--- src/inc/mnp_pkg.sv ---
// Purpose: shared constants for the motion network pin interface block
// Assumes: 50 MHz ref_clk, APB slave with 32-bit data and byte addresses
// Notes:   offsets are byte addresses, one aligned word per register
package mnp_pkg;

   // bus geometry
   localparam int unsigned MNP_ADDR_W      = 8;
   localparam int unsigned MNP_DATA_W      = 32;

   // register byte offsets
   localparam logic [7:0]  MNP_OFS_CTRL    = 8'h00;
   localparam logic [7:0]  MNP_OFS_AX0_CMD = 8'h04;
   localparam logic [7:0]  MNP_OFS_AX1_CMD = 8'h08;
   localparam logic [7:0]  MNP_OFS_EVENT   = 8'h0C;
   localparam logic [7:0]  MNP_OFS_STATUS  = 8'h10;
   localparam logic [7:0]  MNP_OFS_AX0_POS = 8'h14;
   localparam logic [7:0]  MNP_OFS_AX1_POS = 8'h18;
   localparam logic [7:0]  MNP_OFS_TX_DATA = 8'h1C;

   // control register fields
   localparam int unsigned MNP_CTRL_RUN_LSB  = 0;
   localparam int unsigned MNP_CTRL_DIR_LSB  = 2;
   localparam int unsigned MNP_CTRL_DINV_LSB = 4;
   localparam int unsigned MNP_CTRL_OUTPUT_DATA_NOT_ARRIVED     = 8;
   localparam int unsigned MNP_CTRL_LINK     = 9;
   localparam int unsigned MNP_CTRL_PING     = 10;
   localparam int unsigned MNP_CTRL_CYCLE_TIME_INDICATOR_N     = 11;
   localparam int unsigned MNP_CTRL_HWERR    = 12;
   localparam logic [12:0] MNP_CTRL_RST      = 13'h0000;

   // per-axis command register fields
   localparam int unsigned MNP_GP_W          = 4;
   localparam int unsigned MNP_HALF_W        = 16;
   localparam int unsigned MNP_CMD_GP_LSB    = 0;
   localparam int unsigned MNP_CMD_INV_LSB   = 4;
   localparam int unsigned MNP_CMD_HALF_LSB  = 8;
   localparam logic [23:0] MNP_CMD_RST       = 24'h010000;

   // event register fields (write one to fire)
   localparam int unsigned MNP_EVT_MAIL      = 0;
   localparam int unsigned MNP_EVT_LINK      = 1;

   // status register fields
   localparam int unsigned MNP_ST_DIM_LSB    = 0;
   localparam int unsigned MNP_ST_SENS_LSB   = 8;
   localparam int unsigned MNP_ST_ALL_STOP_N    = 14;
   localparam int unsigned MNP_ST_SYNC       = 15;
   localparam int unsigned MNP_ST_TXBUSY     = 16;
   localparam int unsigned MNP_ST_RXACT      = 17;
   localparam int unsigned MNP_ST_MOVE_LSB   = 18;

   // timing
   localparam int unsigned MNP_CLK_HZ        = 50_000_000;
   localparam int unsigned MNP_CARE_MS       = 50;
   localparam int unsigned MNP_CARE_CYCLES   = MNP_CARE_MS * (MNP_CLK_HZ / 1000);
   localparam int unsigned MNP_TX_BIT_NS     = 160;
   localparam int unsigned MNP_TX_BIT_CYCLES = (MNP_TX_BIT_NS * (MNP_CLK_HZ / 1_000_000) + 999) / 1000;
   localparam int unsigned MNP_TX_BITS       = 8;

   // transmitter states
   typedef enum logic [1:0] {
      MNP_TX_IDLE  = 2'b01,
      MNP_TX_SHIFT = 2'b10
   } mnp_tx_state_t;

endpackage

--- src/rtl/mnp_pin_if.sv ---
// Purpose: pin-level logic of a two-axis motion controller on a cyclic network
// Assumes: one 50 MHz clock, all pin inputs asynchronous, APB register access
// Notes:   motion profiles are reduced to a fixed-rate step generator
//
// Summary of operation
// - direction output low means clockwise unless that output is inverted
// - step pulse output stays low whenever its axis is stopped
// - general-purpose output goes high when its command bit is 1, no inversion; the code inverts each bit whose invert field bit is set
// - no-arrival output high while the not-arrived condition holds, low otherwise
// - falling edge of the sync trigger input marks the sync instant
// - ping event drives the active-low ping indicator low
// - cycle-time event drives the active-low cycle indicator low
// - all-stop is a level: active for as long as its input is low
// - mail-care indicator pulses low about 50 ms per event and after reset
// - link-care indicator pulses low about 50 ms per event and after reset
// - hardware error may hold both care indicators low
// - monitor output low while a stable link with another node exists
// - packets leave serially; transmit enable high exactly while sending
// - low on a general-purpose input reads as 1 in its monitor bit
// - position counts on each rising edge of the axis count clock
// - count direction low adds one, high subtracts one
// - low on origin or limit sensor input means that sensor is active
//
// Implementation choices: the address map and the APB interface to the registers.
`timescale 1ns/100ps
module mnp_pin_if
   import mnp_pkg::*;
#(
   parameter int unsigned CARE_CYCLES   = mnp_pkg::MNP_CARE_CYCLES,
   parameter int unsigned TX_BIT_CYCLES = mnp_pkg::MNP_TX_BIT_CYCLES
) (
   input  wire logic                               ref_clk,
   input  wire logic                               rst,
   input  wire logic                               clk_en,
   // apb slave
   input  wire logic                               psel,
   input  wire logic                               penable,
   input  wire logic                               pwrite,
   input  wire logic [mnp_pkg::MNP_ADDR_W-1:0]     paddr,
   input  wire logic [mnp_pkg::MNP_DATA_W-1:0]     pwdata,
   output logic      [mnp_pkg::MNP_DATA_W-1:0]     prdata,
   output logic                                    pready,
   output logic                                    pslverr,
   // axis pins
   output logic                                    axis0_direction_out,
   output logic                                    axis1_direction_out,
   output logic                                    axis0_step_pulse_out,
   output logic                                    axis1_step_pulse_out,
   output logic      [mnp_pkg::MNP_GP_W-1:0]       axis0_gp_output,
   output logic      [mnp_pkg::MNP_GP_W-1:0]       axis1_gp_output,
   input  wire logic [mnp_pkg::MNP_GP_W-1:0]       axis0_gp_input_n,
   input  wire logic [mnp_pkg::MNP_GP_W-1:0]       axis1_gp_input_n,
   input  wire logic                               axis0_origin_n,
   input  wire logic                               axis0_plus_limit_n,
   input  wire logic                               axis0_minus_limit_n,
   input  wire logic                               axis1_origin_n,
   input  wire logic                               axis1_plus_limit_n,
   input  wire logic                               axis1_minus_limit_n,
   input  wire logic                               axis0_count_clock,
   input  wire logic                               axis1_count_clock,
   input  wire logic                               axis0_count_direction,
   input  wire logic                               axis1_count_direction,
   // system pins
   input  wire logic                               sync_trigger_n,
   input  wire logic                               all_stop_n,
   input  wire logic                               core_clock_in,
   // network status indicators
   output logic                                    output_data_not_arrived,
   output logic                                    ping_indicator_n,
   output logic                                    cycle_time_indicator_n,
   output logic                                    mail_care_indicator_n,
   output logic                                    link_care_indicator_n,
   output logic                                    link_monitor_n,
   // network line
   output logic                                    net_tx_data,
   output logic                                    net_tx_enable,
   input  wire logic                               net_rx_data
);

   localparam int unsigned CARE_W  = $clog2(CARE_CYCLES + 1);
   localparam int unsigned BIT_W   = $clog2(TX_BIT_CYCLES + 1);
   localparam int unsigned NBIT_W  = $clog2(MNP_TX_BITS + 1);
   localparam int unsigned SYNC_W  = 2 * MNP_GP_W + 6 + 4 + 3;

   // input synchronisers
   logic [SYNC_W-1:0] raw_in;
   logic [SYNC_W-1:0] sync1_r;
   logic [SYNC_W-1:0] sync2_r;

   // gather every pin input that crosses into ref_clk
   assign raw_in = {axis1_gp_input_n, axis0_gp_input_n,
                    axis1_origin_n, axis1_plus_limit_n, axis1_minus_limit_n,
                    axis0_origin_n, axis0_plus_limit_n, axis0_minus_limit_n,
                    axis1_count_clock, axis1_count_direction,
                    axis0_count_clock, axis0_count_direction,
                    sync_trigger_n, all_stop_n, net_rx_data};

   // two-stage synchroniser, first stage feeds only the second
   always_ff @(posedge ref_clk or posedge rst) begin
      if (rst) begin
         sync1_r <= '1;
         sync2_r <= '1;
      end else if (clk_en) begin
         sync1_r <= raw_in;
         sync2_r <= sync1_r;
      end
   end

   logic [MNP_GP_W-1:0] gp_in_n_s [2];
   logic [2:0]          sens_n_s  [2];
   logic [1:0]          cnt_clk_s;
   logic [1:0]          cnt_dir_s;
   logic                sync_trig_n_s;
   logic                all_stop_n_s;
   logic                rx_s;

   // split the synchronised vector back into named signals
   assign gp_in_n_s[1]  = sync2_r[SYNC_W-1 -: MNP_GP_W];
   assign gp_in_n_s[0]  = sync2_r[SYNC_W-1-MNP_GP_W -: MNP_GP_W];
   assign sens_n_s[1]   = sync2_r[12:10];
   assign sens_n_s[0]   = sync2_r[9:7];
   assign cnt_clk_s[1]  = sync2_r[6];
   assign cnt_dir_s[1]  = sync2_r[5];
   assign cnt_clk_s[0]  = sync2_r[4];
   assign cnt_dir_s[0]  = sync2_r[3];
   assign sync_trig_n_s = sync2_r[2];
   assign all_stop_n_s  = sync2_r[1];
   assign rx_s          = sync2_r[0];

   // active-high views of the low-true inputs
   logic all_stop_act;
   logic rx_act;
   assign all_stop_act = ~all_stop_n_s;
   assign rx_act       = ~rx_s;

   // apb decode
   logic addr_hit;
   logic wr_en;
   logic rd_setup;
   logic [MNP_DATA_W-1:0] rd_mux;

   // legal word offsets only; anything else answers with an error
   always_comb begin
      case (paddr)
         MNP_OFS_CTRL, MNP_OFS_AX0_CMD, MNP_OFS_AX1_CMD, MNP_OFS_EVENT,
         MNP_OFS_STATUS, MNP_OFS_AX0_POS, MNP_OFS_AX1_POS, MNP_OFS_TX_DATA: addr_hit = 1'b1;
         default: addr_hit = 1'b0;
      endcase
   end

   // one-cycle access phase, stalled only while the block is frozen
   assign pready   = clk_en;
   assign pslverr  = psel & penable & clk_en & ~addr_hit;
   assign wr_en    = psel & penable & pwrite & clk_en & addr_hit;
   assign rd_setup = psel & ~penable & ~pwrite & clk_en;

   // software registers
   logic [12:0] ctrl_r;
   logic [23:0] cmd_r [2];
   logic [1:0]  evt_pulse;
   logic        sync_flag_r;
   logic        sync_prev_r;
   logic        sync_fall;

   // control register
   always_ff @(posedge ref_clk or posedge rst) begin
      if (rst) begin
         ctrl_r <= MNP_CTRL_RST;
      end else if (clk_en && wr_en && paddr == MNP_OFS_CTRL) begin
         ctrl_r <= pwdata[12:0];
      end
   end

   // per-axis command registers
   always_ff @(posedge ref_clk or posedge rst) begin
      if (rst) begin
         cmd_r[0] <= MNP_CMD_RST;
         cmd_r[1] <= MNP_CMD_RST;
      end else if (clk_en && wr_en) begin
         if (paddr == MNP_OFS_AX0_CMD) begin
            cmd_r[0] <= pwdata[23:0];
         end
         if (paddr == MNP_OFS_AX1_CMD) begin
            cmd_r[1] <= pwdata[23:0];
         end
      end
   end

   // write-one event strobes for the care indicators
   assign evt_pulse = (wr_en && paddr == MNP_OFS_EVENT) ?
                      {pwdata[MNP_EVT_LINK], pwdata[MNP_EVT_MAIL]} : 2'b00;

   // sync trigger falling edge, sticky flag; a new edge beats the clear
   assign sync_fall = sync_prev_r & ~sync_trig_n_s;
   always_ff @(posedge ref_clk or posedge rst) begin
      if (rst) begin
         sync_prev_r <= 1'b1;
         sync_flag_r <= 1'b0;
      end else if (clk_en) begin
         sync_prev_r <= sync_trig_n_s;
         if (sync_fall) begin
            sync_flag_r <= 1'b1;
         end else if (wr_en && paddr == MNP_OFS_STATUS && pwdata[MNP_ST_SYNC]) begin
            sync_flag_r <= 1'b0;
         end
      end
   end

   // per-axis logic
   logic [31:0]         pos_r     [2];
   logic                step_r    [2];
   logic                dir_out_r [2];
   logic [MNP_GP_W-1:0] gp_out_r  [2];
   logic [1:0]          moving;

   genvar ax;
   generate
      for (ax = 0; ax < 2; ax++) begin : g_axis
         logic                  cnt_prev_r;
         logic [MNP_HALF_W-1:0] half_cnt_r;
         logic                  dir_bit;
         logic                  limit_hit;
         logic [MNP_HALF_W-1:0] half_per;

         assign dir_bit  = ctrl_r[MNP_CTRL_DIR_LSB + ax];
         assign half_per = cmd_r[ax][MNP_CMD_HALF_LSB +: MNP_HALF_W];
         // plus limit blocks clockwise, minus limit blocks the other way
         assign limit_hit = dir_bit ? ~sens_n_s[ax][0] : ~sens_n_s[ax][1];
         assign moving[ax] = ctrl_r[MNP_CTRL_RUN_LSB + ax] & ~all_stop_act & ~limit_hit;

         // position counter on rising count clock
         always_ff @(posedge ref_clk or posedge rst) begin
            if (rst) begin
               cnt_prev_r <= 1'b1;    // matches synchroniser reset, no false edge
               pos_r[ax]  <= 32'h0000_0000;
            end else if (clk_en) begin
               cnt_prev_r <= cnt_clk_s[ax];
               if (wr_en && paddr == (ax == 0 ? MNP_OFS_AX0_POS : MNP_OFS_AX1_POS)) begin
                  pos_r[ax] <= pwdata;
               end else if (cnt_clk_s[ax] && !cnt_prev_r) begin
                  pos_r[ax] <= cnt_dir_s[ax] ? pos_r[ax] - 32'h0000_0001
                                             : pos_r[ax] + 32'h0000_0001;
               end
            end
         end

         // step generator, square wave of two half periods
         always_ff @(posedge ref_clk or posedge rst) begin
            if (rst) begin
               half_cnt_r <= '0;
               step_r[ax] <= 1'b0;
            end else if (clk_en) begin
               if (!moving[ax]) begin
                  half_cnt_r <= '0;
                  step_r[ax] <= 1'b0;
               end else if (half_cnt_r >= half_per) begin
                  half_cnt_r <= '0;
                  step_r[ax] <= ~step_r[ax];
               end else begin
                  half_cnt_r <= half_cnt_r + 1'b1;
               end
            end
         end

         // direction and general-purpose outputs from flip-flops
         always_ff @(posedge ref_clk or posedge rst) begin
            if (rst) begin
               dir_out_r[ax] <= 1'b0;
               gp_out_r[ax]  <= '0;
            end else if (clk_en) begin
               dir_out_r[ax] <= dir_bit ^ ctrl_r[MNP_CTRL_DINV_LSB + ax];
               gp_out_r[ax]  <= cmd_r[ax][MNP_CMD_GP_LSB +: MNP_GP_W]
                              ^ cmd_r[ax][MNP_CMD_INV_LSB +: MNP_GP_W];
            end
         end
      end
   endgenerate

   assign axis0_direction_out  = dir_out_r[0];
   assign axis1_direction_out  = dir_out_r[1];
   assign axis0_step_pulse_out = step_r[0];
   assign axis1_step_pulse_out = step_r[1];
   assign axis0_gp_output      = gp_out_r[0];
   assign axis1_gp_output      = gp_out_r[1];

   // network indicators
   logic [CARE_W-1:0] care_cnt_r [2];
   logic              care_n_r   [2];
   logic              output_data_not_arrived_r;
   logic              ping_n_r;
   logic              cycle_time_indicator_n_n_r;
   logic              mon_n_r;

   // care pulse timers, loaded at reset so each pulses once after release
   always_ff @(posedge ref_clk or posedge rst) begin
      if (rst) begin
         care_cnt_r[0] <= CARE_W'(CARE_CYCLES);
         care_cnt_r[1] <= CARE_W'(CARE_CYCLES);
      end else if (clk_en) begin
         for (int i = 0; i < 2; i++) begin
            if (evt_pulse[i]) begin
               care_cnt_r[i] <= CARE_W'(CARE_CYCLES);
            end else if (care_cnt_r[i] != '0) begin
               care_cnt_r[i] <= care_cnt_r[i] - 1'b1;
            end
         end
      end
   end

   // indicator pins, error forces both care lamps on
   always_ff @(posedge ref_clk or posedge rst) begin
      if (rst) begin
         care_n_r[0] <= 1'b0;
         care_n_r[1] <= 1'b0;
         output_data_not_arrived_r      <= 1'b0;
         ping_n_r    <= 1'b1;
         cycle_time_indicator_n_n_r    <= 1'b1;
         mon_n_r     <= 1'b1;
      end else if (clk_en) begin
         care_n_r[0] <= ~((care_cnt_r[0] != '0) | ctrl_r[MNP_CTRL_HWERR]);
         care_n_r[1] <= ~((care_cnt_r[1] != '0) | ctrl_r[MNP_CTRL_HWERR]);
         output_data_not_arrived_r      <= ctrl_r[MNP_CTRL_OUTPUT_DATA_NOT_ARRIVED];
         ping_n_r    <= ~ctrl_r[MNP_CTRL_PING];
         cycle_time_indicator_n_n_r    <= ~ctrl_r[MNP_CTRL_CYCLE_TIME_INDICATOR_N];
         mon_n_r     <= ~ctrl_r[MNP_CTRL_LINK];
      end
   end

   assign mail_care_indicator_n   = care_n_r[0];
   assign link_care_indicator_n   = care_n_r[1];
   assign output_data_not_arrived = output_data_not_arrived_r;
   assign ping_indicator_n        = ping_n_r;
   assign cycle_time_indicator_n  = cycle_time_indicator_n_n_r;
   assign link_monitor_n          = mon_n_r;

   // serial transmitter
   mnp_tx_state_t            tx_state_r;
   logic [MNP_TX_BITS-1:0]   tx_shift_r;
   logic [BIT_W-1:0]         tx_bit_cnt_r;
   logic [NBIT_W-1:0]        tx_nbits_r;
   logic                     tx_busy;

   assign tx_busy = (tx_state_r == MNP_TX_SHIFT);

   // lsb-first shifter; a write while busy is dropped
   always_ff @(posedge ref_clk or posedge rst) begin
      if (rst) begin
         tx_state_r   <= MNP_TX_IDLE;
         tx_shift_r   <= '0;
         tx_bit_cnt_r <= '0;
         tx_nbits_r   <= '0;
      end else if (clk_en) begin
         case (tx_state_r)
            MNP_TX_IDLE: begin
               if (wr_en && paddr == MNP_OFS_TX_DATA) begin
                  tx_shift_r   <= pwdata[MNP_TX_BITS-1:0];
                  tx_bit_cnt_r <= '0;
                  tx_nbits_r   <= '0;
                  tx_state_r   <= MNP_TX_SHIFT;
               end
            end
            MNP_TX_SHIFT: begin
               if (tx_bit_cnt_r == BIT_W'(TX_BIT_CYCLES - 1)) begin
                  tx_bit_cnt_r <= '0;
                  tx_shift_r   <= {1'b0, tx_shift_r[MNP_TX_BITS-1:1]};
                  if (tx_nbits_r == NBIT_W'(MNP_TX_BITS - 1)) begin
                     tx_state_r <= MNP_TX_IDLE;
                  end else begin
                     tx_nbits_r <= tx_nbits_r + 1'b1;
                  end
               end else begin
                  tx_bit_cnt_r <= tx_bit_cnt_r + 1'b1;
               end
            end
            default: begin
               tx_state_r <= MNP_TX_IDLE;
            end
         endcase
      end
   end

   // line pins held in flip-flops, enable covers the whole packet
   always_ff @(posedge ref_clk or posedge rst) begin
      if (rst) begin
         net_tx_data   <= 1'b0;
         net_tx_enable <= 1'b0;
      end else if (clk_en) begin
         net_tx_data   <= tx_busy ? tx_shift_r[0] : 1'b0;
         net_tx_enable <= tx_busy;
      end
   end

   // read path
   always_comb begin
      rd_mux = '0;
      case (paddr)
         MNP_OFS_CTRL:    rd_mux[12:0] = ctrl_r;
         MNP_OFS_AX0_CMD: rd_mux[23:0] = cmd_r[0];
         MNP_OFS_AX1_CMD: rd_mux[23:0] = cmd_r[1];
         MNP_OFS_STATUS: begin
            rd_mux[MNP_ST_DIM_LSB +: MNP_GP_W]            = ~gp_in_n_s[0];
            rd_mux[MNP_ST_DIM_LSB + MNP_GP_W +: MNP_GP_W] = ~gp_in_n_s[1];
            rd_mux[MNP_ST_SENS_LSB +: 3]                  = ~sens_n_s[0];
            rd_mux[MNP_ST_SENS_LSB + 3 +: 3]              = ~sens_n_s[1];
            rd_mux[MNP_ST_ALL_STOP_N]                        = all_stop_act;
            rd_mux[MNP_ST_SYNC]                           = sync_flag_r;
            rd_mux[MNP_ST_TXBUSY]                         = tx_busy;
            rd_mux[MNP_ST_RXACT]                          = rx_act;
            rd_mux[MNP_ST_MOVE_LSB +: 2]                  = moving;
         end
         MNP_OFS_AX0_POS: rd_mux = pos_r[0];
         MNP_OFS_AX1_POS: rd_mux = pos_r[1];
         default:         rd_mux = '0;
      endcase
   end

   // read data captured in the setup cycle, held for the access phase
   always_ff @(posedge ref_clk or posedge rst) begin
      if (rst) begin
         prdata <= '0;
      end else if (rd_setup) begin
         prdata <= rd_mux;
      end
   end

endmodule

--- config.mk ---
export PLATFORM = sky130hd
export DESIGN_NAME = mnp_pin_if
export DESIGN_NICKNAME = d
export VERILOG_FILES = /design/src/inc/mnp_pkg.sv /design/src/rtl/mnp_pin_if.sv
export SDC_FILE = /design/constraint.sdc
export NUM_CORES = 1
export LEC_CHECK = 0
export BUFFER_PORTS_ARGS = -buffer_cell sky130_fd_sc_hd__buf_4
export CAP_MARGIN = 15
export CORE_UTILIZATION = 36
export DETAILED_ROUTE_END_ITERATION = 12
export GPL_ROUTABILITY_DRIVEN = 0
export MAX_ROUTING_LAYER = met4
export PLACE_DENSITY = 0.52
export SETUP_SLACK_MARGIN = 0.02
export SKIP_CTS_REPAIR_TIMING = 1
export SLEW_MARGIN = 20
export SYNTH_ARGS = -nofsm -noshare
export SYNTH_HDL_FRONTEND = slang
export SYNTH_SLANG_ARGS = --single-unit
--- constraint.sdc ---
create_clock -name ref_clk -period 13.7 [get_ports ref_clk]
set_input_delay 2.74 -clock ref_clk [delete_from_list [all_inputs] [get_ports ref_clk]]
set_output_delay 2.74 -clock ref_clk [all_outputs]
set_load 0.005 [all_outputs]
==> impl_metrics.csv <==
group,metric,value,unit
critical_path,crit_top_cell,"buf_4",
critical_path,r2r-end,"pos_r[31]",
critical_path,rrSetupSlack,9500,ps
synthesis,syn_inst,1892,
layout,area_growth,16.4,%
pwr,p_per_area,177,mW/mm^2
global_route,grt_pass1_vias,14400,
die,dieArea,0.0511,mm^2
critical_path,ff2ff_path_depth,11,
placed_design,hpwl,37200,um
clocking,cts_sinks,317,
sta,fin_crit_sh,47.8,%
global_route,grt_antenna_before_repair,1,
synthesis,syn-num-nets,2062,
global_route,grt_pass1_wl,83300,um
critical_path,end_kind,"output port",
global_route,overflow,0,
critical_path,critPathKind,"input pin to output port",
clocking,cts_root_buffer,"clkbuf_16",
synthesis,synth_area,0.0181,mm^2
routing,vias_per_cell,5.42,
die,die_h,226,um
routing,drt_first_iter_violations,1145,
sta,rsz0062_at_grt,"false",
synthesis,ys_top_cells_by_count,"250 x dfrtp_1, 208 x nor2_1, 175 x nand2_1, 144 x a21oi_1, 119 x o21ai_0",
critical_path,cp.required,10960,ps
synthesis,netlist_top_cells_area,"dfrtp_1 35%, dfstp_2 9.7%, ha_1 6.9%",
sta,tns,0,ps
synthesis,synth.top_cell.area_share,34.6,%
routing,wirelength,52800,um
layout,num-nets-final,2166,
routing,vias,14600,
critical_path,critPathLaunch,"clk_en",
run_status,status,"finished clean",
synthesis,synth.most_common_cell,"dfrtp_1",
critical_path,startpoint_type,"input pin",
critical_path,r2r-start,"sync2_r[5]",
routing,wl_per_cell,19.6,um
die,die_x,226,um
synthesis,synth_edf_count,0,
die,fp.coreArea,0.0493,mm^2
sta,slew_headroom,35.8,%
synthesis,ys_types,68,
die,start_util,36.7,%
sta,min_period,6550,ps
sta,report.final.hold_viol_count,0,
synthesis,synth_largest_area_cell,"dfrtp_1",
critical_path,slowest_delay,470,ps
sta,setup_violations,0,
synthesis,ys_async_sr_fraction,100,%
global_route,grt_max_degree,90,
critical_path,cp_cell_sequence,"buf_4, nand2_1, nor3b_1, buf_4",
critical_path,worst_ep_arrival_time,3810,ps
synthesis,avgSynthCellArea,9.55,um^2
sta,timing.fmax,153,MHz
clocking,htreeDepth,2,
critical_path,worstSetupEndpoint,"pslverr",
synthesis,ys_seq_area_share,44.4,%
clocking,cts.path.max_buffers,3,
global_route,track_usage,21.7,%
sta,finalClockSkew,21.5,ps
die,core.rowCount,81,
critical_path,worst_path_max_delay_cell,"buf_4",
clocking,cts-buffers-inserted,40,
clocking,cts_tree,"built",
pwr,vdd.ir_drop.worst,0.0951,mV
synthesis,synth_warnings,0,
pwr,power.leakage,9.37,nW
die,io-pin-count,122,
clocking,clk_latency,570,ps
min_path,hold_class,"register to register",
routing,ant_nets,0,
synthesis,synthFlopType,"dfrtp_1",
layout,fin_util,42.7,%
job,cap_viol_max_count,0,
sta,slew_violations,0,
layout,drive_gt1_share,19.9,%
routing,drc,0,
synthesis,ys_ff_latch,317,
placed_design,port_buffers,120,
sta,worstMarginPinSlew,963,ps
clocking,clkTransAtPathRegs,50,ps
routing,dr.pass1.iters,5,
critical_path,cp_max_fo,53,
==> where the power goes <==
| group | internal [mW] | leakage, nW | total (mW) | switching [mW] |
|---|---|---|---|---|
| combinational | 0.588 | 4.77 | 1.31 | 0.724 |
| clock | 0.645 | 0.651 | 1.06 | 0.419 |
| sequential | 1.15 | 3.95 | 1.34 | 0.192 |
| total | 2.38 | 9.37 | 3.72 | 1.33 |
==> worst min-delay path by stage <==
| stage | start | end | cells past startpoint |
|---|---|---|---|
| 6_report | tx_shift_r[1] | tx_shift_r[1] | 2 |
| 5_1_grt | tx_shift_r[2] | tx_shift_r[2] | 2 |
| 4_1_cts | tx_shift_r[1] | tx_shift_r[1] | 2 |
| 3_5_place_dp | tx_shift_r[1] | tx_shift_r[1] | 2 |
| 2_1_floorplan | ctrl_r[11] | cycle_time_indicator_n | 1 |
| 3_3_place_gp | tx_shift_r[1] | tx_shift_r[1] | 2 |
==> cell usage in the layout, fill, tap and decap left out, types with 27 or more instances in the layout <==
cell,n
xor2_1,48
buf_4,143
a21oi_1,144
xnor2_1,59
clkbuf_16,42
a31oi_1,34
a22oi_1,33
ha_1,100
nor2_1,204
o21ai_0,119
a21o_1,48
mux2_2,111
inv_1,64
dfstp_2,67
nand2_1,175
dfrtp_1,250
nand3_1,38
a221oi_1,27
==> registers in the layout (all words and copies together), names as in the netlist, 8 cells and up <==
signal	count
pos_r	64
cmd_r	48
care_cnt_r	44
g_axis.half_cnt_r	32
prdata	32
sync1_r	21
sync2_r	21
ctrl_r	13
tx_shift_r	8
==> area by class of cell <==
cell class                 instances  area (um^2)
multi-input combinational       1426         9510
clock buffer                      64         1210
fill                            4820        28200
clock inverter                     9          110
antenna                            1         2.50
timing repair buffer             145         1100
tap                              664          831
inverter                          66          255
sequential                       317         8020
==> critical path: cells and delay by family <==
kind / cells / cell delay [ps]
buffers and inverters: 2 / 620
AND/OR/NAND/NOR: 2 / 440
==> logic make-up (layout without fill, tap and decap cells) <==
family | after synthesis | count (layout) | share of synthesized area (%)
other cells | 0 | 1 | 0
flops | 317 | 317 | 44.4
compound gates | 505 | 505 | 17.6
xor+xnor | 107 | 107 | 5.19
simple gates | 591 | 591 | 15.0
fa+ha+maj | 102 | 102 | 7.15
mux | 121 | 121 | 7.47
buf+inv | 149 | 284 | 3.14
==> per-stage QoR <==
stage	cells	hold WS (ps)	cell area (um^2)	worst slack [ps]	total power, mW
after global routing	2692	507	21000	7040	3.99
after detailed placement	2618	471	19700	7120	2.65
after CTS	2691	483	21000	7110	3.74
after global placement	2618	462	19700	7160	2.62
final	2692	479	21000	7150	3.72
after floorplan	1892	422	18100	2300	2.32
==> metal layers <==
metal	GRT usage (%)	up-vias	wire, um
met5	-	-	0
met4	5.86	0	1140
met2	33.5	327	24100
met1	29.7	7186	25400
li1	-	7001	-
met3	2.99	66	2160
No activity file was read; power rests on OpenSTA's default activity.
